<file path="src/intc_cfg.svh">
`ifndef INTC_CFG_SVH
`define INTC_CFG_SVH

// -------------------------------------------------------------------
// sizes and timing
// -------------------------------------------------------------------
`define INTC_NUM_SRC 13
`define INTC_NUM_LVL 4
`define INTC_MC_CLOCKS 6
`define INTC_MC_CNT_W 3

// -------------------------------------------------------------------
// source index = bit in the packed request/enable/priority vectors
// -------------------------------------------------------------------
`define SRC_EXT0 0
`define SRC_TMR0 1
`define SRC_EXT1 2
`define SRC_TMR1 3
`define SRC_UART 4
`define SRC_BOD 5
`define SRC_SBUS 6
`define SRC_KEY 7
`define SRC_CMP2 8
`define SRC_WDOG 9
`define SRC_ADC 10
`define SRC_CMP1 11
`define SRC_BTMO 12

// enable_reg_a bit positions
`define ENA_GLOBAL_BIT 7
`define ENA_WDOG_BIT 6
// enable_reg_b bit positions
`define ENB_BTMO_BIT 7

// arbitration ranking, index 0 is highest
`define RANK_LIST {4'hC, 4'h4, 4'h8, 4'h3, 4'hB, 4'h7, 4'h2, 4'hA, 4'h6, 4'h1, 4'h9, 4'h5, 4'h0}

// wakeup-capable sources
`define WAKE_MASK 13'h0FA5

`define VEC_TABLE {16'h0073, 16'h0063, 16'h005B, 16'h0053, 16'h0043, 16'h003B, 16'h0033, \
  16'h002B, 16'h0023, 16'h001B, 16'h0013, 16'h000B, 16'h0003}

`define INTC_RESET_REG 8'h00
`endif

</file>
<file path="src/intc_pkg.sv">
package intc_pkg;
  typedef enum logic [1:0] {
    LVL0,
    LVL1,
    LVL2,
    LVL3
  } level_t;
  typedef logic [12:0] src_vec_t;
endpackage : intc_pkg

</file>
<file path="src/four_level_interrupt_controller.sv">
`timescale 1ns/10ps
`include "intc_cfg.svh"
module four_level_interrupt_controller (
  // clock and reset
  input wire logic clk,
  input wire logic rst_n,
  // enables and priorities
  input wire logic [7:0] enableRegA,
  input wire logic [7:0] enableRegB,
  input wire logic [7:0] prioLowRegA,
  input wire logic [7:0] prioHighRegA,
  input wire logic [7:0] prioLowRegB,
  input wire logic [7:0] prioHighRegB,
  // external trigger types from timer_ctrl_reg
  input wire logic ext0TriggerType,
  input wire logic ext1TriggerType,
  // external pins, active low
  input wire logic ext0IrqPin_n,
  input wire logic ext1IrqPin_n,
  // peripheral request flags
  input wire logic timer0OverflowFlag,
  input wire logic timer1OverflowFlag,
  input wire logic uartTxFlag,
  input wire logic uartRxFlag,
  input wire logic brownoutFlag,
  input wire logic serialBusAttention,
  input wire logic keypadFlag,
  input wire logic comparator2Flag,
  input wire logic watchdogOverflowFlag,
  input wire logic converterDoneFlag,
  input wire logic comparator1Flag,
  input wire logic busTimeoutFlag,
  // core handshake
  input wire logic vectorAck,
  input wire logic serviceReturn,
  input wire logic powerDown,
  // to core
  output logic irqRequest,
  output logic [15:0] irqVector,
  output logic [1:0] activeLevel,
  output logic serviceActive,
  output logic wakeup,
  output logic ext0RequestFlag,
  output logic ext1RequestFlag
);
  localparam int NS = `INTC_NUM_SRC;
  localparam logic [16*NS-1:0] VECTORS = `VEC_TABLE;
  localparam logic [NS-1:0] WAKE = `WAKE_MASK;

  // -------------------------------------------------------------------
  // state
  // -------------------------------------------------------------------
  typedef struct packed {
    logic [`INTC_MC_CNT_W-1:0] mcCount;
    logic [3:0] inService;    // bit n set: a routine at level n is running
    logic [15:0] vector;
    logic [3:0] pendSrc;
    logic [1:0] pendLevel;
    logic pend;
  } state_t;

  state_t st;
  state_t next_st;

  logic sampleStrobe;
  logic ext0Ack;
  logic ext1Ack;
  intc_pkg::src_vec_t flags;
  intc_pkg::src_vec_t enables;
  intc_pkg::src_vec_t gated;
  logic [NS-1:0] prioHigh;
  logic [NS-1:0] prioLow;
  logic found;
  logic [3:0] winner;
  logic [1:0] winLevel;
  logic curValid;
  logic [1:0] curLevel;

  // -------------------------------------------------------------------
  // machine cycle strobe
  // -------------------------------------------------------------------
  assign sampleStrobe = (st.mcCount == 3'(`INTC_MC_CLOCKS - 1));

  assign ext0Ack = vectorAck && st.pend && (st.pendSrc == 4'(`SRC_EXT0));
  assign ext1Ack = vectorAck && st.pend && (st.pendSrc == 4'(`SRC_EXT1));

  // -------------------------------------------------------------------
  // external inputs
  // -------------------------------------------------------------------
  ext_irq_input ext0 (
    .clk(clk),
    .rst_n(rst_n),
    .extIrqPin(ext0IrqPin_n),
    .sampleStrobe(sampleStrobe),
    .triggerType(ext0TriggerType),
    .vectorAck(ext0Ack),
    .requestFlag(ext0RequestFlag)
  );

  ext_irq_input ext1 (
    .clk(clk),
    .rst_n(rst_n),
    .extIrqPin(ext1IrqPin_n),
    .sampleStrobe(sampleStrobe),
    .triggerType(ext1TriggerType),
    .vectorAck(ext1Ack),
    .requestFlag(ext1RequestFlag)
  );

  // -------------------------------------------------------------------
  // source gathering
  // -------------------------------------------------------------------
  always_comb begin
    flags = '0;
    flags[`SRC_EXT0] = ext0RequestFlag;
    flags[`SRC_TMR0] = timer0OverflowFlag;
    flags[`SRC_EXT1] = ext1RequestFlag;
    flags[`SRC_TMR1] = timer1OverflowFlag;
    flags[`SRC_UART] = uartTxFlag | uartRxFlag;
    flags[`SRC_BOD] = brownoutFlag;
    flags[`SRC_SBUS] = serialBusAttention;
    flags[`SRC_KEY] = keypadFlag;
    flags[`SRC_CMP2] = comparator2Flag;
    flags[`SRC_WDOG] = watchdogOverflowFlag;
    flags[`SRC_ADC] = converterDoneFlag;
    flags[`SRC_CMP1] = comparator1Flag;
    flags[`SRC_BTMO] = busTimeoutFlag;
  end

  // enable and priority bits live at scattered positions of the two registers
  always_comb begin
    enables = {enableRegB[`ENB_BTMO_BIT], enableRegB[5:4], enableRegA[`ENA_WDOG_BIT],
               enableRegB[2:0], enableRegA[5:0]};
    prioLow = {prioLowRegB[7], prioLowRegB[5:4], prioLowRegA[6], prioLowRegB[2:0],
               prioLowRegA[5:0]};
    prioHigh = {prioHighRegB[7], prioHighRegB[5:4], prioHighRegA[6], prioHighRegB[2:0],
                prioHighRegA[5:0]};
    gated = flags & enables & {NS{enableRegA[`ENA_GLOBAL_BIT]}};
  end

  prio_arbiter #(
    .NUM_SRC(NS)
  ) arb (
    .request(gated),
    .prioHigh(prioHigh),
    .prioLow(prioLow),
    .found(found),
    .winner(winner),
    .winLevel(winLevel)
  );

  // current running level is the highest set in-service bit
  always_comb begin
    curValid = |st.inService;
    curLevel = 2'h0;
    for (int l = 0; l < `INTC_NUM_LVL; l++) begin
      if (st.inService[l]) begin
        curLevel = 2'(l);
      end
    end
  end

  // -------------------------------------------------------------------
  // request and nesting
  // -------------------------------------------------------------------
  always_comb begin
    next_st = st;
    next_st.mcCount = sampleStrobe ? '0 : st.mcCount + 3'h1;
    if (vectorAck && st.pend) begin
      next_st.inService[st.pendLevel] = 1'b1;
      next_st.pend = 1'b0;
    end else if (serviceReturn && curValid) begin
      // pop only the most recent level, the one beneath resumes
      next_st.inService[curLevel] = 1'b0;
    end
    if (!(vectorAck && st.pend)) begin
      // a request must strictly beat the running level; level 3 is never preempted
      if (found && (!curValid || (winLevel > curLevel))) begin
        next_st.pend = 1'b1;
        next_st.pendSrc = winner;
        next_st.pendLevel = winLevel;
        next_st.vector = VECTORS[winner*16 +: 16];
      end else begin
        next_st.pend = 1'b0;
      end
    end
  end

  always_ff @(posedge clk or negedge rst_n) begin
    if (!rst_n) begin
      st <= '0;
    end else begin
      st <= next_st;
    end
  end

  // -------------------------------------------------------------------
  // outputs
  // -------------------------------------------------------------------
  assign irqRequest = st.pend;
  assign irqVector = st.vector;
  assign activeLevel = curLevel;
  assign serviceActive = curValid;
  // wake needs global allow as well as the source's own enable
  assign wakeup = powerDown ? |(gated & WAKE) : |gated;
endmodule : four_level_interrupt_controller

</file>
<file path="src/ext_irq_input.sv">
`timescale 1ns/10ps
`include "intc_cfg.svh"
module ext_irq_input (
  // clock and reset
  input wire logic clk,
  input wire logic rst_n,
  // pin and sampling
  input wire logic extIrqPin,
  input wire logic sampleStrobe,
  input wire logic triggerType,
  // core acknowledge
  input wire logic vectorAck,
  // flag
  output logic requestFlag
);
  typedef struct packed {
    logic lastSample;
    logic flag;
  } state_t;

  state_t st;
  state_t next_st;

  always_comb begin
    next_st = st;
    if (sampleStrobe) begin
      next_st.lastSample = extIrqPin;
    end
    if (!triggerType) begin
      // level: flag tracks the latest sample of the pin
      next_st.flag = sampleStrobe ? ~extIrqPin : st.flag;
    end else begin
      if (vectorAck) begin
        next_st.flag = 1'b0;
      end
      // set wins over the acknowledge clear
      if (sampleStrobe && st.lastSample && !extIrqPin) begin
        next_st.flag = 1'b1;
      end
    end
  end

  always_ff @(posedge clk or negedge rst_n) begin
    if (!rst_n) begin
      st <= '{lastSample: 1'b1, flag: 1'b0};
    end else begin
      st <= next_st;
    end
  end

  assign requestFlag = st.flag;
endmodule : ext_irq_input

</file>
<file path="src/prio_arbiter.sv">
`timescale 1ns/10ps
`include "intc_cfg.svh"
module prio_arbiter #(
  parameter int NUM_SRC = `INTC_NUM_SRC
) (
  // candidates
  input wire logic [NUM_SRC-1:0] request,
  input wire logic [NUM_SRC-1:0] prioHigh,
  input wire logic [NUM_SRC-1:0] prioLow,
  // result
  output logic found,
  output logic [3:0] winner,
  output logic [1:0] winLevel
);
  localparam logic [51:0] RANK = `RANK_LIST;

  always_comb begin
    logic [3:0] idx;
    logic [1:0] lvl;
    idx = 4'h0;
    lvl = 2'h0;
    found = 1'b0;
    winner = 4'h0;
    winLevel = 2'h0;
    // walk ranking low to high priority; later equal-or-better level overrides
    for (int r = NUM_SRC - 1; r >= 0; r--) begin
      idx = RANK[r*4 +: 4];
      lvl = {prioHigh[idx], prioLow[idx]};
      if (request[idx] && (!found || lvl >= winLevel)) begin
        found = 1'b1;
        winner = idx;
        winLevel = lvl;
      end
    end
  end
endmodule : prio_arbiter

</file>
<file path="config.mk">
export PLATFORM = sky130hd
export DESIGN_NAME = four_level_interrupt_controller
export DESIGN_NICKNAME = d
export VERILOG_FILES = /design/src/intc_pkg.sv /design/src/four_level_interrupt_controller.sv /design/src/ext_irq_input.sv /design/src/prio_arbiter.sv
export VERILOG_INCLUDE_DIRS = /design/src
export SDC_FILE = /design/constraint.sdc
export NUM_CORES = 1
export LEC_CHECK = 0
export BUFFER_PORTS_ARGS = -buffer_cell sky130_fd_sc_hd__buf_2
export CORE_AREA = 2 2 111 113
export DETAILED_ROUTE_END_ITERATION = 16
export DIE_AREA = 0 0 113 115
export GPL_TIMING_DRIVEN = 0
export PLACE_DENSITY_LB_ADDON = 0.05
export SLEW_MARGIN = 20
export SYNTH_ARGS = -nofsm -noshare
export SYNTH_HDL_FRONTEND = slang
export SYNTH_SLANG_ARGS = --single-unit
</file>
<file path="constraint.sdc">
create_clock -name clk -period 10.2 [get_ports clk]
set_input_delay 3.06 -clock clk [delete_from_list [all_inputs] [get_ports clk]]
set_output_delay 3.06 -clock clk [all_outputs]
set_load 0.02 [all_outputs]
</file>
==> results.cfg <==
[placement]
hpwl_mm = 7.668
portBuffers = 73
post_dp_cell_area_um2 = 3844
dp_slack_ns = -9.723
routabilityCongestion = 0.7786

[power_and_ir_drop]
p_per_area_nw_per_um2 = 150.2
power_switching_mw = 0.3023
max-vdd-ir-drop_mv = 0.1038
p_int_mw = 0.4219
comb_power_share_pct = 67.7
p_clk_share_pct = 11.7
switching_share_pct = 41.74
seqPwrFrac_pct = 20.6
power.leakage_nw = 2.237

[clock_tree]
clk_pin_slew_ns = 0.06
clockBufferDepth = 2
cts-hold-fix-buffers = 0
cts_sinks = 23
cts_root_buf = clkbuf_16
cts_tree = yes
cts_made_buffers = 3
clk_latency_ns = 0.25
htreeDepth = 1

[status]
violations = design-rule violations, negative setup slack
status = complete, but fails checks

[finish]
drive_above_1_share_pct = 54.60
design_area_um2 = 4822
fin_nets = 626
syn2layout_area_growth_pct = 66.55
num_antenna_cells = 0

[worst_setup_path]
slowest_stage = a221o_2
worstSetupPathType = input port to flip-flop
cp_data_required_time_ns = 10.34
path_delay_family = compound AO/OA/AOI/OAI gates
crit_fanout = 5
endpoint_kind = flip-flop
arrival_ns = 18.45
worst_path_largest_cell_delay_ns = 0.41
path_buf_inv = 15
startpoint_type = input port

[synth]
syn_area_um2 = 2895
yosys.area.top_type = dfrtp_1
ys_seq_elements = 23
synthTopCellsByArea = dfrtp_1, ha_1, nand2_1, a21oi_1, o21ai_0
ys_types = 71
synthArstFlopShare_pct = 100.0
avgSynthCellArea_um2 = 7.911
ys_warn_count = 0
seq_area_frac_synth_pct = 19.97
synthCells = 366
synth_edf_count = 0
synth_flop_cell = dfrtp_1
synth_top_cell_area_share_pct = 18.15

[route]
drt-wirelength-per-cell_um = 15.03
ant_nets = 0
drt_iter0_drc = 143
drc = 7
drt_first_pass_iters = 10
drt-total-wl_mm = 10.22
via_count = 3330
viasPerCell = 4.897

[floorplanning]
pin_count = 92
dieArea_um2 = 13000
fp.dieH_um = 115
die_w_um = 113
initial_core_util_pct = 24.51
coreArea_um2 = 11810
fp-row-count = 40

[sta]
fin_worst_skew_ns = 0.003225
setup_violations = 12
final_max_slew_viol_count = 0
fin_crit_sh_pct = 179.5
slew_headroom_pct = 56.73
setup_ws_ns = -8.110
rsz0062_at_grt = yes
worstMarginPinSlew_ns = 0.6477
fmax_ghz = 0.05461
hold_viol = 0
finalSetupTns_ns = -96.05
fin_crit_ns = 18.31

[job]
drv_cap = 0

[global_routing]
grt_max_degree = 24
grt_overflow_total = 0
grt_pass1_wl_mm = 16.15
grt_antenna_before_repair = 0
grt_pass1_vias = 3229
grt.total_usage_pct = 15.46

[worst_hold_path]
worstHoldPathType = flip-flop to flip-flop
## state kept, by name, summed over array words and instances (netlist names)
signal / count
irqRequest: 1
ext0.requestFlag: 1
ext0.st: 1
ext1.st: 1
ext1.requestFlag: 1
st: 13
irqVector: 5
## area by class of cell
| type | instances | area [um^2] |
|---|---|---|
| plain buffers | 21 | 196.4 |
| clock buffers | 3 | 75.07 |
| clock inverters | 1 | 5.005 |
| fillers | 1203 | 6989 |
| inverters | 23 | 88.84 |
| multi-input cells | 308 | 2700 |
| flip-flops and latches | 23 | 578.1 |
| well taps | 147 | 183.9 |
| repair buffers | 154 | 994.7 |
## per-layer routing
layer	track usage, %	vias up	wire length [um]
met5	0	-	0
met3	0.9489	6	415
met1	21.70	1557	4968
met4	3.659	0	138
li1	-	1690	-
met2	26.15	77	4699
## synth_stat cells (4+ instances only)
cell	n
nor3_1	4
a21oi_1	27
a221o_1	4
dfrtp_1	21
ha_1	23
o21ai_0	24
and2_1	9
o31ai_1	6
o211ai_1	8
nand2b_1	14
nand3b_1	4
a22oi_1	6
buf_4	16
inv_1	21
nor2b_1	7
a21o_1	7
nand2_1	40
nor2_1	18
a31oi_1	4
and3_1	7
nand3_1	16
o21a_1	5
## power groups by stage
stage / logic (mW) / clock network, mW / registers (mW)
floorplan: 0.276 / 0 / 0.145
global placement: 0.371 / 0 / 0.150
detailed placement: 0.372 / 0 / 0.150
CTS: 0.466 / 0.0878 / 0.149
global route: 0.534 / 0.0919 / 0.155
finish: 0.490 / 0.0848 / 0.149
## layout by cell type (no fill, tap or decap), drive strengths merged, types with 3 or more instances in the layout
cell / n
a31o: 4
mux2: 4
a221o: 4
nand3: 18
a22o: 3
nor3: 5
nand2: 40
inv: 22
a21oi: 27
a221oi: 5
buf: 173
clkbuf: 5
a21o: 7
o21a: 5
conb: 10
a22oi: 6
o21ai: 28
dfrtp: 21
nor2: 20
and2: 10
nand2b: 14
a31oi: 4
o31ai: 8
nand3b: 4
nor2b: 7
o22ai: 4
nor3b: 3
and3: 7
ha: 23
o211ai: 10
## kinds of logic (layout without fill, tap and decap cells)
family	after synthesis	count (layout)	share of synthesized area, %
other	1	10	0.1295
flip-flops	23	23	19.97
buffers and inverters	44	202	8.125
multiplexers	5	5	2.031
AO/OA/AOI/OAI	132	132	34.53
adder cells (fa/ha/maj)	24	24	10.29
AND/OR/NAND/NOR	137	137	24.94
## timing repair
item | CTS | global route
setup endpoints to repair | 12 | 12
gates resized for setup | 33 | 27
endpoints found under the hold margin | 0 | 0
setup buffers | 63 | 18
pin swaps | 60 | 47
## worst paths after layout
check,startpoint,end,slack (ns),depth (start not counted)
min reg2reg,st[6]$_DFFE_PN0P_,st[6]$_DFFE_PN0P_,0.49,2
min,st[6]$_DFFE_PN0P_,st[6]$_DFFE_PN0P_,0.49,2
min in group asynchronous,rst_n,st[25]$_DFFE_PN0P_,2.77,1
max in group asynchronous,rst_n,ext1.st[1]$_DFFE_PN1P_,7.07,1
max reg2reg,ext1.requestFlag$_DFFE_PN0P_,irqVector[1]$_DFFE_PN0P_,0,58
max,enableRegA[7],irqVector[1]$_DFFE_PN0P_,-8.11,93
## metrics by stage
| stage | util (%) | power (mW) | instances | hold WS (ns) |
|---|---|---|---|---|
| 2_1_floorplan | - | 0.4210 | 375 | 0.4427 |
| 3_3_place_gp | 32.54 | 0.5211 | 595 | 0.4657 |
| 3_5_place_dp | 32.54 | 0.5216 | 595 | 0.4691 |
| 4_1_cts | 38.62 | 0.7028 | 662 | 0.4948 |
| 5_1_grt | 40.83 | 0.7809 | 680 | 0.5303 |
| 6_report | 40.83 | 0.7243 | 680 | 0.4910 |
## tightest hold or removal path, cell delays in order, from the launching register on
cell and delay [ns]:
dfrtp_1 0.36, nand2_2 0.05, nand2_1 0.05
Power figures use the tool's default switching activity.
